$ cat src/usbirq_regs.svh
// Register map, field positions, reset values and timing of the USB
// interrupt gate, frame capture and wakeup length block.
// Assumes a 250 MHz clock and a 32-bit classic Wishbone byte address.
`ifndef USBIRQ_REGS_SVH
`define USBIRQ_REGS_SVH

`define USBIRQ_ADR_PEND   32'h1520_0148
`define USBIRQ_ADR_GATE   32'h1520_014c
`define USBIRQ_ADR_FRAME  32'h1520_0150
`define USBIRQ_ADR_WLEN   32'h1520_0154
`define USBIRQ_ADR_CLR    32'h1520_0158

`define USBIRQ_GATE_W     10
`define USBIRQ_GATE_RST   10'h33f
`define USBIRQ_GATE_WMSK  10'h3bf
`define USBIRQ_GATE_CRC   9
`define USBIRQ_GATE_STUFF 8
`define USBIRQ_GATE_RST_B 7
`define USBIRQ_GATE_SUSP  5
`define USBIRQ_EP_W       5

`define USBIRQ_PEND_W     9
`define USBIRQ_PEND_ERR   8
`define USBIRQ_PEND_BRST  7
`define USBIRQ_PEND_RES   6
`define USBIRQ_PEND_SUSP  5

`define USBIRQ_FRAME_W    11
`define USBIRQ_FRAME_RST  11'h000
`define USBIRQ_WLEN_W     5
`define USBIRQ_WLEN_RST   5'h0a

`define USBIRQ_CLK_MHZ    250
`define USBIRQ_MS_US      1000
`define USBIRQ_IDLE_US    3000

`endif

$ cat src/usbirq_pkg.sv
// Types shared by the USB interrupt gate block and its bench.
// Field widths follow the register header.
package usbirq_pkg;

  // Event inputs from the USB protocol engine
  typedef struct packed {
    logic [4:0] ep;
    logic       bus_reset;
    logic       crc_err;
    logic       stuff_err;
    logic       resume_rx;
    logic       bus_idle;
  } usbirq_evt_t;

  // Start-Of-Frame capture strobe with its frame number
  typedef struct packed {
    logic        valid;
    logic [10:0] frame;
  } usbirq_sof_t;

  typedef enum logic [1:0] {
    RS_IDLE,
    RS_DRIVE,
    RS_HOLD
  } usbirq_rs_t;

endpackage : usbirq_pkg

$ cat src/usbirq_top.sv
// USB device interrupt gating, SOF frame capture, wakeup signal timing.
// Assumes a Wishbone classic master, one 250 MHz clock, and event inputs
// synchronous to that clock from the USB protocol engine.
//
// Overview of operation
// - A masked source never reaches the processor while masked, except a pending error while one of CRC and stuff is unmasked.
// - Resume interrupt always reaches the processor; no mask bit exists.
// - Mask bit 0 enables, 1 masks; reset leaves only bus reset unmasked.
// - CRC error mask bit 9, bit-stuff mask bit 8, both masked at reset.
// - Bus reset mask at bit 7, clear after reset.
// - Suspend mask at bit 5, set after reset.
// - Endpoint 4..0 masks at bits 4..0, all set after reset.
// - Each SOF loads its 11-bit frame number into a read-only field.
// - Wakeup signal length timed by 5-bit down counter from length field.
// - Length field bits 4..0 counts milliseconds; N gives N ms.
// - Wakeup length resets to ten milliseconds.
// - In suspend with resume request set, drive wakeup for programmed length.
// - Suspend pending set every 3 ms while the bus stays idle.
// - One error pending flag, set by CRC or stuff error, each own mask.
//
// The Wishbone interface to the registers is this design's own decision.
`timescale 1ns/10ps
`include "usbirq_regs.svh"

module usbirq_top #(
  parameter int MS_CYC   = `USBIRQ_MS_US * `USBIRQ_CLK_MHZ,
  parameter int IDLE_CYC = `USBIRQ_IDLE_US * `USBIRQ_CLK_MHZ
) (
  input  wire logic                  clk_i,
  input  wire logic                  rst_i,
  input  wire logic                  cyc_i,
  input  wire logic                  stb_i,
  input  wire logic                  we_i,
  input  wire logic [31:0]           adr_i,
  input  wire logic [31:0]           dat_i,
  input  wire logic [3:0]            sel_i,
  output logic      [31:0]           dat_o,
  output logic                       ack_o,
  input  wire usbirq_pkg::usbirq_evt_t evt_i,
  input  wire usbirq_pkg::usbirq_sof_t sof_i,
  input  wire logic                  suspend_mode_i,
  input  wire logic                  resume_req_i,
  output logic                       resume_drive_o,
  output logic                       irq_o
);

  localparam int MW = $clog2(MS_CYC + 1);
  localparam int IW = $clog2(IDLE_CYC + 1);

  ////////////////////////////////////////////////////////////////////////
  // Byte-lane merge, used by all three writable registers: mask, length and clear
  function automatic logic [31:0] usbirq_lane(
    input logic [31:0] old_v,
    input logic [31:0] new_v,
    input logic [3:0]  sel
  );
    logic [31:0] r;
    r = old_v;
    for (int b = 0; b < 4; b++) begin
      if (sel[b]) begin
        r[b*8 +: 8] = new_v[b*8 +: 8];
      end
    end
    return r;
  endfunction : usbirq_lane

  ////////////////////////////////////////////////////////////////////////
  // Registers
  logic [`USBIRQ_GATE_W-1:0]  gate_q;
  logic [`USBIRQ_GATE_W-1:0]  gate_d;
  logic [`USBIRQ_FRAME_W-1:0] frame_q;
  logic [`USBIRQ_WLEN_W-1:0]  wlen_q;
  logic [`USBIRQ_WLEN_W-1:0]  wlen_d;
  logic [`USBIRQ_PEND_W-1:0]  pend_q;
  logic [`USBIRQ_PEND_W-1:0]  pend_d;
  logic                       ack_q;
  logic [31:0]                dat_q;
  logic                       irq_q;
  logic                       resume_q;
  logic [IW-1:0]              idle_cnt_q;
  logic [MW-1:0]              ms_cnt_q;
  logic [`USBIRQ_WLEN_W-1:0]  down_q;
  logic [`USBIRQ_WLEN_W-1:0]  down_d;
  usbirq_pkg::usbirq_rs_t     rs_q;
  usbirq_pkg::usbirq_rs_t     rs_d;

  ////////////////////////////////////////////////////////////////////////
  // Wishbone decode
  wire        req      = cyc_i & stb_i & ~ack_q;
  wire        wr       = req & we_i;
  wire        hit_pend = adr_i == `USBIRQ_ADR_PEND;
  wire        hit_gate = adr_i == `USBIRQ_ADR_GATE;
  wire        hit_frm  = adr_i == `USBIRQ_ADR_FRAME;
  wire        hit_wlen = adr_i == `USBIRQ_ADR_WLEN;
  wire        hit_clr  = adr_i == `USBIRQ_ADR_CLR;
  wire [31:0] gate_x   = {{(32-`USBIRQ_GATE_W){1'b0}}, gate_q};
  wire [31:0] wlen_x   = {{(32-`USBIRQ_WLEN_W){1'b0}}, wlen_q};
  wire [31:0] gate_m   = usbirq_lane(gate_x, dat_i, sel_i);
  wire [31:0] wlen_m   = usbirq_lane(wlen_x, dat_i, sel_i);
  wire [31:0] clr_m    = usbirq_lane(32'h0, dat_i, sel_i);

  // Unmapped and write-only addresses read as zero
  wire [31:0] rd_data =
    hit_pend ? {{(32-`USBIRQ_PEND_W){1'b0}}, pend_q} :
    hit_gate ? gate_x :
    hit_frm  ? {{(32-`USBIRQ_FRAME_W){1'b0}}, frame_q} :
    hit_wlen ? wlen_x : 32'h0;

  // Reserved bits never stored
  assign gate_d = (wr & hit_gate) ?
                  gate_m[`USBIRQ_GATE_W-1:0] & `USBIRQ_GATE_WMSK : gate_q;
  assign wlen_d = (wr & hit_wlen) ? wlen_m[`USBIRQ_WLEN_W-1:0] : wlen_q;

  ////////////////////////////////////////////////////////////////////////
  // Event decode into pending bits
  wire idle_tick = evt_i.bus_idle & (idle_cnt_q == IW'(IDLE_CYC - 1));
  wire err_set   = (evt_i.crc_err & ~gate_q[`USBIRQ_GATE_CRC]) |
                   (evt_i.stuff_err & ~gate_q[`USBIRQ_GATE_STUFF]);

  wire [`USBIRQ_PEND_W-1:0] pend_set = {
    err_set,
    evt_i.bus_reset,
    evt_i.resume_rx,
    idle_tick,
    evt_i.ep
  };

  wire [`USBIRQ_PEND_W-1:0] pend_clr =
    (wr & hit_clr) ? clr_m[`USBIRQ_PEND_W-1:0] : '0;

  // Set wins over a clear in the same cycle
  assign pend_d = (pend_q & ~pend_clr) | pend_set;

  // Per-bit enables; resume has no mask position
  wire [`USBIRQ_PEND_W-1:0] pend_en = {
    ~(gate_q[`USBIRQ_GATE_CRC] & gate_q[`USBIRQ_GATE_STUFF]),
    ~gate_q[`USBIRQ_GATE_RST_B],
    1'b1,
    ~gate_q[`USBIRQ_GATE_SUSP],
    ~gate_q[`USBIRQ_EP_W-1:0]
  };

  wire irq_d = |(pend_q & pend_en);

  ////////////////////////////////////////////////////////////////////////
  // Wakeup signal timing
  wire ms_tick = ms_cnt_q == MW'(MS_CYC - 1);
  wire wake_go = suspend_mode_i & resume_req_i;

  always_comb begin
    rs_d   = rs_q;
    down_d = down_q;
    unique case (rs_q)
      usbirq_pkg::RS_IDLE: begin
        if (wake_go) begin
          down_d = wlen_q;
          rs_d   = (wlen_q == '0) ? usbirq_pkg::RS_HOLD : usbirq_pkg::RS_DRIVE;
        end
      end
      usbirq_pkg::RS_DRIVE: begin
        if (ms_tick) begin
          down_d = down_q - 1'b1;
          if (down_q == `USBIRQ_WLEN_W'(1)) begin
            rs_d = usbirq_pkg::RS_HOLD;
          end
        end
      end
      usbirq_pkg::RS_HOLD: begin
        // Waits for the request to drop so one request gives one wakeup
        if (!wake_go) begin
          rs_d = usbirq_pkg::RS_IDLE;
        end
      end
    endcase
  end

  ////////////////////////////////////////////////////////////////////////
  // Flops
  always_ff @(posedge clk_i) begin
    if (rst_i) begin
      gate_q <= `USBIRQ_GATE_RST;
      wlen_q <= `USBIRQ_WLEN_RST;
      pend_q <= '0;
    end else begin
      gate_q <= gate_d;
      wlen_q <= wlen_d;
      pend_q <= pend_d;
    end
  end

  always_ff @(posedge clk_i) begin
    if (rst_i) begin
      frame_q <= `USBIRQ_FRAME_RST;
    end else if (sof_i.valid) begin
      frame_q <= sof_i.frame;
    end
  end

  always_ff @(posedge clk_i) begin
    if (rst_i) begin
      ack_q <= 1'b0;
      dat_q <= 32'h0;
    end else begin
      ack_q <= req;
      dat_q <= req ? rd_data : 32'h0;
    end
  end

  // Restarts each 3 ms period, so idle keeps raising suspend
  always_ff @(posedge clk_i) begin
    if (rst_i || !evt_i.bus_idle || idle_tick) begin
      idle_cnt_q <= '0;
    end else begin
      idle_cnt_q <= idle_cnt_q + 1'b1;
    end
  end

  always_ff @(posedge clk_i) begin
    if (rst_i || rs_q != usbirq_pkg::RS_DRIVE || ms_tick) begin
      ms_cnt_q <= '0;
    end else begin
      ms_cnt_q <= ms_cnt_q + 1'b1;
    end
  end

  always_ff @(posedge clk_i) begin
    if (rst_i) begin
      rs_q     <= usbirq_pkg::RS_IDLE;
      down_q   <= '0;
      resume_q <= 1'b0;
      irq_q    <= 1'b0;
    end else begin
      rs_q     <= rs_d;
      down_q   <= down_d;
      resume_q <= rs_d == usbirq_pkg::RS_DRIVE;
      irq_q    <= irq_d;
    end
  end

  assign ack_o          = ack_q;
  assign dat_o          = dat_q;
  assign irq_o          = irq_q;
  assign resume_drive_o = resume_q;
endmodule : usbirq_top

$ cat config.mk
export PLATFORM = sky130hd
export DESIGN_NAME = usbirq_top
export DESIGN_NICKNAME = d
export VERILOG_FILES = /design/src/usbirq_pkg.sv /design/src/usbirq_top.sv
export VERILOG_INCLUDE_DIRS = /design/src
export SDC_FILE = /design/constraint.sdc
export NUM_CORES = 1
export LEC_CHECK = 0
export BUFFER_PORTS_ARGS = -buffer_cell sky130_fd_sc_hd__clkbuf_2
export CORE_MARGIN = 2
export CORE_UTILIZATION = 33
export CTS_CLUSTER_DIAMETER = 200
export CTS_CLUSTER_SIZE = 30
export DETAILED_ROUTE_END_ITERATION = 7
export PLACE_DENSITY_LB_ADDON = 0.15
export SLEW_MARGIN = 20
export SYNTH_ARGS = -nofsm -noshare
export SYNTH_HDL_FRONTEND = slang
export SYNTH_SLANG_ARGS = --single-unit
export TNS_END_PERCENT = 50
$ cat constraint.sdc
create_clock -name clk_i -period 2 [get_ports clk_i]
set_clock_uncertainty 0.15 [all_clocks]
set_input_delay 0.3 -clock clk_i [delete_from_list [all_inputs] [get_ports clk_i]]
set_output_delay 0.3 -clock clk_i [all_outputs]
set_load 0.05 [all_outputs]
==> impl_metrics.yaml, run 1 <==
critical_path:
  critical_path_required_ps: 2070
  cp_top_family: "simple AND/OR/NAND/NOR gates"
  cp_common_cell: "or3_4"
  crit_buf_inv: 0
  critPathKind: "reg2reg"
  cp_slowest_cell: "or4b_4"
  worst-path-max-fanout: 6
  cp-end-kind: "register"
  r2r.worst_path.cells: 5
  cp.arrival_ps: 2120
  crit_chain: "or4b_4, or3_4, or3_4, a21oi_2, o32ai_1"
  ff2ff_setup_slack_ps: -50
  max_stage_delay_ps: 530
  crit_path_start_kind: "register"
  timing.rr.end: "down_q[2]"
  r2r-start: "ms_cnt_q[5]"
die:
  design.core.area_um2: 13300
  io_pins: 132
  die_h_um: 121
  rows: 42
  die_x_um: 121
  die_area_um2: 14800
  start_util_pct: 34.1
power:
  total_power_mw: 3.98
  netSwitchingPower_mw: 1.06
  powerDensity_nw_per_um2: 696
  clkPwrFrac_pct: 40.9
  comb_power_share_pct: 10.8
  p_leak_nw: 2.34
  ir_drop_mv: 0.576
  p_seq_share_pct: 48.2
  internal_power_mw: 2.93
  netSwitchingFraction_pct: 26.5
route:
  dr_total_vias: 3835
  drt_iter0_markers: 100
  wl_um: 11300
  drc_errors: 0
  ant_nets: 0
  viasPerCell: 4.76
  dr.pass1.iters: 4
  wire_per_inst_um: 14.0
sta:
  slew_viol_final: 0
  min_period_ps: 2050
  max_slew_margin_pct: 65.2
  setup-violations-final: 22
  timing.final.ws_setup_ps: -50.7
  finalCritPeriodShare_pct: 103
  finalSetupTns_ps: -494
  worst_pin_slew_ps: 516
  hold_violations: 0
  rsz0062_at_grt: "yes"
  clock.fmax_mhz: 488
global_route:
  use_met2_pct: 25.8
  antenna_found_initial: 0
  grt_pass1_vias: 3675
  met3_usage_pct: 5.26
  busiest_layer: "met2"
  grt_util_met1_pct: 19.1
  grt_remaining_overflow: 0
  grt.total_usage_pct: 15.4
  grt_pass1_wl_um: 17800
  grt_max_degree: 33
worst_hold_path:
  hold_path_end: "ack_o"
  hp-class: "in2reg"
  hp-start: "rst_i"
  min_path_cells: 2
clocking:
  numCtsBuffers: 9
  insertion_delay_ps: 350
  cts_root_buffer: "clkbuf_16"
  path_clk_slew_ps: 60
  cts_tree: "built"
  numClockSinks: 93
  clockBufferDepth: 2
  htreeDepth: 3
  cts_setup_buffers: 0
synth:
  yosys.area_share.simple_pct: 26.5
  syn_area_um2: 4550
  synth_top_area_share_pct: 40.9
  ys_warn_count: 0
  synthAdderAreaFrac_pct: 1.92
  synthMuxAreaShare_pct: 7.12
  synth_ff_type: "dfxtp_1"
  synth.avg_cell_area_um2: 9.05
  yosys-top-cells-area: "dfxtp_1, mux2i_1, nor2_1"
  yosys_register_bits: 93
  netlist-cell-type-count: 63
  yosysSeqAreaShare_pct: 40.9
  syn_inst: 503
  synthXorXnorAreaFrac_pct: 6.54
  synth_top_area_cell: "dfxtp_1"
  synth_edf_count: 0
  synth_top_family_by_area: "simple AND/OR/NAND/NOR gates"
  ys_async_sr_fraction_pct: 0
  synth_compound_area_share_pct: 9.15
finish:
  layout.cells.non_filler: 805
  antenna_cells: 0
  fill_cells: 1355
  nets: 728
  postLayoutCellArea_um2: 5730
  multi_input_area_um2: 2470
  syn_to_final_growth_pct: 25.8
  register_area_um2: 1860
  drive_above_1_share_pct: 28.0
placed_design:
  finalWeightedCongestion: 0.840
  hpwl_um: 8600
  place_area_um2: 5380
  pre_cts_ws_ps: -163
  portBuffers: 86
  dp_cells: 787
run_status:
  status: "finished, violations left"
  violations: "setup timing"
job:
  maxCapViolCount: 0
-- kinds of logic after synthesis --
logic type / count (synthesis)
simple gates: 213
compound gates: 56
buf+inv: 67
xor+xnor: 34
mux: 32
fa+ha+maj: 7
other cells: 1
flops: 93
-- per-layer routing --
layer | wire [µm] | share of wire, %
met1 | 5170 | 46
met2 | 5300 | 47
met3 | 736 | 6.5
met4 | 48 | 0.43
met5 | 0 | 0
-- flip-flops by register name, summed over array words and instances (netlist names) --
signal / count
ms_cnt_q: 18
dat_o: 11
rs_q: 2
idle_cnt_q: 20
ack_o: 1
irq_o: 1
pend_q: 9
resume_drive_o: 1
down_q: 5
frame_q: 11
wlen_q: 5
gate_q: 9
-- per-stage QoR --
stage	utilization [%]	hold WS (ps)
floorplan	-	259
global placement	40.3	291
detailed placement	40.3	295
CTS	42.6	6.28
global route	42.9	18.0
finish	42.9	19.3
-- worst max path at each step --
stage           endpoint         from  cells after the start  slack, ps
6_report       down_q[2]  ms_cnt_q[5]                      5        -50
5_1_grt        down_q[3]  ms_cnt_q[5]                      5       -120
4_1_cts        down_q[2]  ms_cnt_q[5]                      5       -100
3_5_place_dp    dat_o[1]    adr_i[19]                      7       -160
3_3_place_gp   gate_q[4]    adr_i[19]                      7       -130
2_1_floorplan  down_q[3]  ms_cnt_q[5]                      5        -30
-- cells in the final DEF, fill, tap and decap left out, types with 7 or more instances in the layout --
cell type	Yosys	final
dfxtp_1	93	92
xor2_1	17	17
nor2_1	77	77
inv_1	29	29
nor2b_1	7	7
clkbuf_2	0	86
nor3_1	8	8
conb_1	1	21
clkbuf_16	0	9
a21oi_1	9	7
ha_1	7	7
buf_4	22	37
mux2i_1	29	29
nand3_1	21	19
nand4_1	9	9
nand2_1	30	30
a311oi_1	7	7
xnor2_1	17	17
-- final cells by class --
class / count / share of cell area (%)
Sequential cell: 93 / 32.5
Timing Repair Buffer: 127 / 13.6
Clock inverter: 6 / 0.830
Clock buffer: 10 / 4.17
Inverter: 29 / 1.90
Tap cell: 176 / 3.84
Multi-Input combinational cell: 364 / 43.2
-- power by group through the flow --
stage | Clock (mW) | Combinational, mW | Sequential [mW]
6_report | 1.63 | 0.432 | 1.92
5_1_grt | 1.76 | 0.476 | 1.93
4_1_cts | 1.70 | 0.430 | 1.92
3_5_place_dp | 0 | 0.423 | 1.96
3_3_place_gp | 0 | 0.417 | 1.96
2_1_floorplan | 0 | 0.298 | 1.97
-- synthesized netlist by cell type (all sizes together), types with 9 or more instances --
library cell and n:
inv 29, clkbuf 10, nand3 21, nand2 30
buf 27, dfxtp 93, nor4 10, nor2 79
nor4b 9, xnor2 17, a21oi 9, xor2 17
nand4 11, mux2i 29
-- timing repair --
| action | 4_1_cts | 5_1_grt |
|---|---|---|
| cloned | 1 | 0 |
| hold buffers | 1 | 0 |
| endpoints found under the setup margin | 21 | 39 |
| resized for setup | 2 | 8 |
| pin swaps | 4 | 3 |
| hold endpoints to repair | 1 | 0 |
Power figures use the tool's default switching activity.
==> inputs of run 2 (changes only) <==
Clock period 2 ns to 1.9 ns, I/O delays scaled along.
==> run 2 against run 1 <==
Against the previous run: the flow still finishes with violations (setup timing); maximum frequency shrank 0.80%; via count is 1.9% higher; sequential power is 5% higher; design area rose by 2.7%; first-iteration DRC count is 34% higher; setup slack worse by 120 ps; wire length increased by 1.7%; final cell count up 1.7%; worst hold slack is essentially flat; count of clock-buffer cells in the layout down 1; clock power is 9% higher; critical endpoint is now down_q[3]; largest power group unchanged; highest routed layer unchanged.
==> impl_metrics.yaml, run 2 (synthesized netlist as in run 1, its figures left out) <==
sta:
  timing.final.ws_setup_ps: -167
  setup-violations-final: 25
  min_period_ps: 2070
  hold_slack_ps: 19.4
  slew_viol_final: 0
  clock.fmax_mhz: 484
  rsz0062_at_grt: "yes"
  hold_violations: 0
  max_slew_margin_pct: 65.4
  finalCritPeriodShare_pct: 109
  worst_pin_slew_ps: 518
route:
  ant_nets: 0
  dr_total_vias: 3909
  wire_per_inst_um: 14.0
  drc_errors: 0
  wl_um: 11400
  dr.pass1.iters: 4
  drt_iter0_markers: 134
  viasPerCell: 4.77
placed_design:
  portBuffers: 86
  finalWeightedCongestion: 0.785
  pre_cts_ws_ps: -198
  hpwl_um: 8530
  dp_cells: 797
worst_hold_path:
  hp-class: "in2reg"
  hold_path_end: "gate_q[9]"
  hp-start: "dat_i[9]"
  min_path_cells: 3
die:
  design.core.area_um2: 13300
  die_x_um: 121
  die_area_um2: 14800
  die_h_um: 121
  rows: 42
  start_util_pct: 34.1
  io_pins: 132
clocking:
  numClockSinks: 93
  path_clk_slew_ps: 70
  insertion_delay_ps: 350
  cts_tree: "built"
  clockBufferDepth: 2
  cts_root_buffer: "clkbuf_16"
  numCtsBuffers: 9
  htreeDepth: 3
critical_path:
  r2r.worst_path.cells: 5
  crit_path_start_kind: "register"
  critPathKind: "reg2reg"
  ff2ff_setup_slack_ps: -170
  worst-path-max-fanout: 6
  r2r-start: "ms_cnt_q[5]"
  critical_path_required_ps: 1970
  timing.rr.end: "down_q[3]"
  cp-end-kind: "register"
  cp.arrival_ps: 2140
global_route:
  grt_max_degree: 33
  grt.total_usage_pct: 15.7
  grt_pass1_vias: 3810
  antenna_found_initial: 0
  grt_pass1_wl_um: 18300
  grt_remaining_overflow: 0
finish:
  drive_above_1_share_pct: 30.3
  largest_register_ffs: 20
  antenna_cells: 0
  top_register: "idle_cnt_q"
  multi_input_area_um2: 2530
  register_area_um2: 1870
  layout_commonest_cell: "dfxtp_1"
  top_regs: "idle_cnt_q (20), ms_cnt_q (18)"
  layout_common_cells: "dfxtp_1, clkbuf_2, nor2_1, buf_4, nand2_1"
  fill_cells: 1352
  nets: 742
  layout.cells.non_filler: 819
  syn_to_final_growth_pct: 29.2
power:
  ir_drop_mv: 0.366
  powerDensity_nw_per_um2: 725
  p_leak_nw: 2.43
job:
  maxCapViolCount: 0
run_status:
  status: "finished, violations left"
  violations: "setup timing"
run 2: layout make-up:
cell class	instances	share of cell area (%)
Sequential cell	93	31.7
Multi-Input combinational cell	365	43.0
Clock buffer	9	3.83
Tap cell	176	3.74
Timing Repair Buffer	140	14.7
Clock inverter	7	1.13
Inverter	29	1.85
run 2: how the worst max path moves through the flow:
stage / startpoint / end / slack, ps / cells past startpoint
2_1_floorplan: ms_cnt_q[5] / down_q[3] / -130 / 5
3_3_place_gp: adr_i[15] / gate_q[4] / -170 / 8
3_5_place_dp: adr_i[23] / gate_q[9] / -200 / 7
4_1_cts: ms_cnt_q[5] / down_q[3] / -170 / 5
5_1_grt: ms_cnt_q[5] / down_q[3] / -200 / 5
6_report: ms_cnt_q[5] / down_q[3] / -170 / 5
run 2: worst max-delay path, stage by stage, from the launching register on:
cell and delay [ps]:
dfxtp_2 320, or4b_1 500, or3_4 400, or3_4 380, a21oi_2 120, o32ai_1 80
run 2: layer usage:
metal / share of wire, % / global-route usage (%) / wire, µm / up-vias
li1: - / - / - / 1997
met1: 47 / 20.1 / 5330 / 1794
met2: 46 / 25.5 / 5220 / 109
met3: 6.4 / 3.67 / 727 / 9
met4: 1.6 / 6.03 / 178 / 0
met5: 0 / 0 / 0 / -
run 2: what timing repair did:
action,CTS,global route
pin swaps,2,14
cloned,2,0
hold endpoints to repair,2,0
endpoints found under the setup margin,24,50
hold buffers,2,0
buffers inserted,1,1
gates resized for setup,1,20
run 2: power by group:
group / total (mW) / switching, mW / leakage [nW] / internal, mW
Sequential: 2.02 / 0.0300 / 0.757 / 1.99
Clock: 1.78 / 0.857 / 0.144 / 0.923
Combinational: 0.468 / 0.302 / 1.53 / 0.166
Total: 4.27 / 1.19 / 2.43 / 3.08
run 2: per-stage QoR:
stage | instance area [µm²] | utilization [%] | power, mW | TNS (ps)
4_1_cts | 5790 | 43.4 | 4.31 | -2320
6_report | 5880 | 44.1 | 4.27 | -2000
5_1_grt | 5880 | 44.1 | 4.44 | -3400
3_5_place_dp | 5450 | 40.8 | 2.51 | -6130
3_3_place_gp | 5450 | 40.8 | 2.51 | -5290
2_1_floorplan | 4660 | - | 2.38 | -1960
==> inputs of run 3 (changes only) <==
Settings changed: ABC_AREA from default to 1, TNS_END_PERCENT 50 to 1.
==> run 3 against run 2 <==
Against the previous run: the flow now finishes without violations; global-route usage is 0.64 points higher; non-clock buffer count is 37 lower; critical path depth is 6 higher; critical endpoint unchanged.
==> impl_metrics.yaml, run 3 <==
run_status:
  status: "completed"
clocking:
  htreeDepth: 3
  numCtsBuffers: 9
  path_clk_slew_ps: 70
  numClockSinks: 93
  cts_tree: "built"
  clockBufferDepth: 2
  insertion_delay_ps: 350
  cts_setup_buffers: 0
  cts_root_buffer: "clkbuf_16"
route:
  ant_nets: 0
  dr_total_vias: 4716
  drc_errors: 0
  wl_um: 12700
  drt_iter0_markers: 262
  wire_per_inst_um: 12.5
  dr.pass1.iters: 4
  viasPerCell: 4.63
sta:
  rsz0062_at_grt: "yes"
  clock.fmax_mhz: 582
  setup-violations-final: 0
  finalCritPeriodShare_pct: 90.5
  hold_violations: 0
  slew_viol_final: 0
  hold_slack_ps: 19.5
  min_period_ps: 1720
die:
  start_util_pct: 33.9
  io_pins: 132
  design.core.area_um2: 14600
  rows: 44
  die_x_um: 127
  die_area_um2: 16000
  die_h_um: 127
synth:
  yosys_register_bits: 93
  synth_common_cells: "nand2_1, nor2_1, dfxtp_1"
  ys_async_sr_fraction_pct: 0
  netlist-cell-type-count: 40
  ys_warn_count: 0
  synth_edf_count: 0
  synth_top_area_share_pct: 37.6
  yosysSeqAreaShare_pct: 37.6
  yosys-top-cells-area: "dfxtp_1, nand2_1, nor2_1"
  synth_ff_type: "dfxtp_1"
  syn_inst: 728
  synth_most_common_cell: "nand2_1"
  synth.avg_cell_area_um2: 6.80
  synth_top_area_cell: "dfxtp_1"
  syn_area_um2: 4950
critical_path:
  worst-path-max-fanout: 6
  cp.arrival_ps: 1850
  cp-end-kind: "register"
  critical_path_required_ps: 2030
  crit_path_start_kind: "register"
  critPathKind: "reg2reg"
finish:
  nets: 934
  layout_commonest_cell: "nand2_1"
  layout_common_cells: "nand2_1, nor2_1, dfxtp_1, clkbuf_2, inv_1"
  antenna_cells: 0
  top_regs: "idle_cnt_q (20), ms_cnt_q (18)"
  syn_to_final_growth_pct: 19.8
  drive_above_1_share_pct: 18.7
  largest_register_ffs: 20
  fill_cells: 1556
  postLayoutCellArea_um2: 5930
  top_register: "idle_cnt_q"
power:
  netSwitchingFraction_pct: 27.0
  ir_drop_mv: 0.428
  total_power_mw: 4.21
  p_leak_nw: 2.58
  powerDensity_nw_per_um2: 709
  clkPwrFrac_pct: 41.3
  netSwitchingPower_mw: 1.14
  p_seq_share_pct: 48.0
  internal_power_mw: 3.07
  comb_power_share_pct: 10.7
worst_hold_path:
  hp-class: "in2reg"
placed_design:
  finalWeightedCongestion: 0.923
  portBuffers: 86
  place_area_um2: 5580
  hpwl_um: 10100
global_route:
  antenna_found_initial: 0
  grt.total_usage_pct: 16.3
  grt_pass1_wl_um: 21200
  grt_remaining_overflow: 0
  grt_pass1_vias: 4545
  grt_max_degree: 21
job:
  maxCapViolCount: 0
==> run 3: cell families (layout without fill, tap and decap cells) <==
group,after synthesis,after routing,synth area share [%]
AND/OR/NAND/NOR,415,415,38.5
buffers and inverters,123,210,11.2
flip-flops,93,93,37.6
AO/OA/AOI/OAI,71,71,7.68
XOR/XNOR,18,18,3.18
adder cells (fa/ha/maj),7,7,1.77
other,1,21,0.0757
==> run 3: routing by layer <==
metal  GRT usage (%)  up-vias  part of all wire [%]
li1                -     2487                     -
met1            20.9     2119                    48
met2            27.1      102                    47
met3            2.74        8                   3.8
met4            6.79        0                   1.3
met5               0        -                     0
==> run 3: worst max-delay path: stages, from the launching register on <==
cell and delay, ps:
dfxtp_2 350, ha_1 180, nand2_2 110, nor2_4 120, nand2_1 90, nor2_4 140, nand2_2 100, nand2_4 100
nand2_2 100, nand2_1 80, nand2_1 40, nor2_1 90
==> run 3: final timing paths <==
check                      to  slack, ps  depth (start not counted)        start
hold reg to reg   ms_cnt_q[0]        280                          1  ms_cnt_q[0]
setup / recovery    down_q[3]        180                         11  ms_cnt_q[0]
hold / removal      pend_q[2]         20                          3     evt_i[7]
setup reg to reg    down_q[3]        180                         11  ms_cnt_q[0]
==> run 3: power by group through the flow <==
stage | Sequential, mW | Clock [mW] | Combinational (mW)
after floorplan | 2.07 | 0 | 0.307
after detailed placement | 2.06 | 0 | 0.441
final | 2.02 | 1.74 | 0.450
after global placement | 2.06 | 0 | 0.436
after global routing | 2.02 | 1.87 | 0.503
after CTS | 2.02 | 1.80 | 0.451
==> run 3: final cells by class <==
class                           count  area, µm²  area share, %
Sequential cell                    93       1860           31.4
Clock buffer                       10        239           4.03
Multi-Input combinational cell    532       2630           44.3
Clock inverter                      6       47.5          0.802
Timing Repair Buffer              103        583           9.83
Tap cell                          184        230           3.88
Inverter                           91        342           5.76
==> run 3: through the flow <==
stage               util, %  setup TNS, ps  std cells  worst slack (ps)
finish                 40.7              0       1019               181
floorplan                 -              0        748               244
global placement       38.2              0        998              92.5
CTS                    40.5              0       1019              55.0
detailed placement     38.2              0        998              52.2
global route           40.7          -5.37       1019             -5.37
==> run 3: repair_timing <==
action | in CTS | in global routing
setup endpoints to repair | 0 | 26
hold buffers | 5 | 0
gates resized for setup | 0 | 4
hold endpoints to repair | 5 | 0
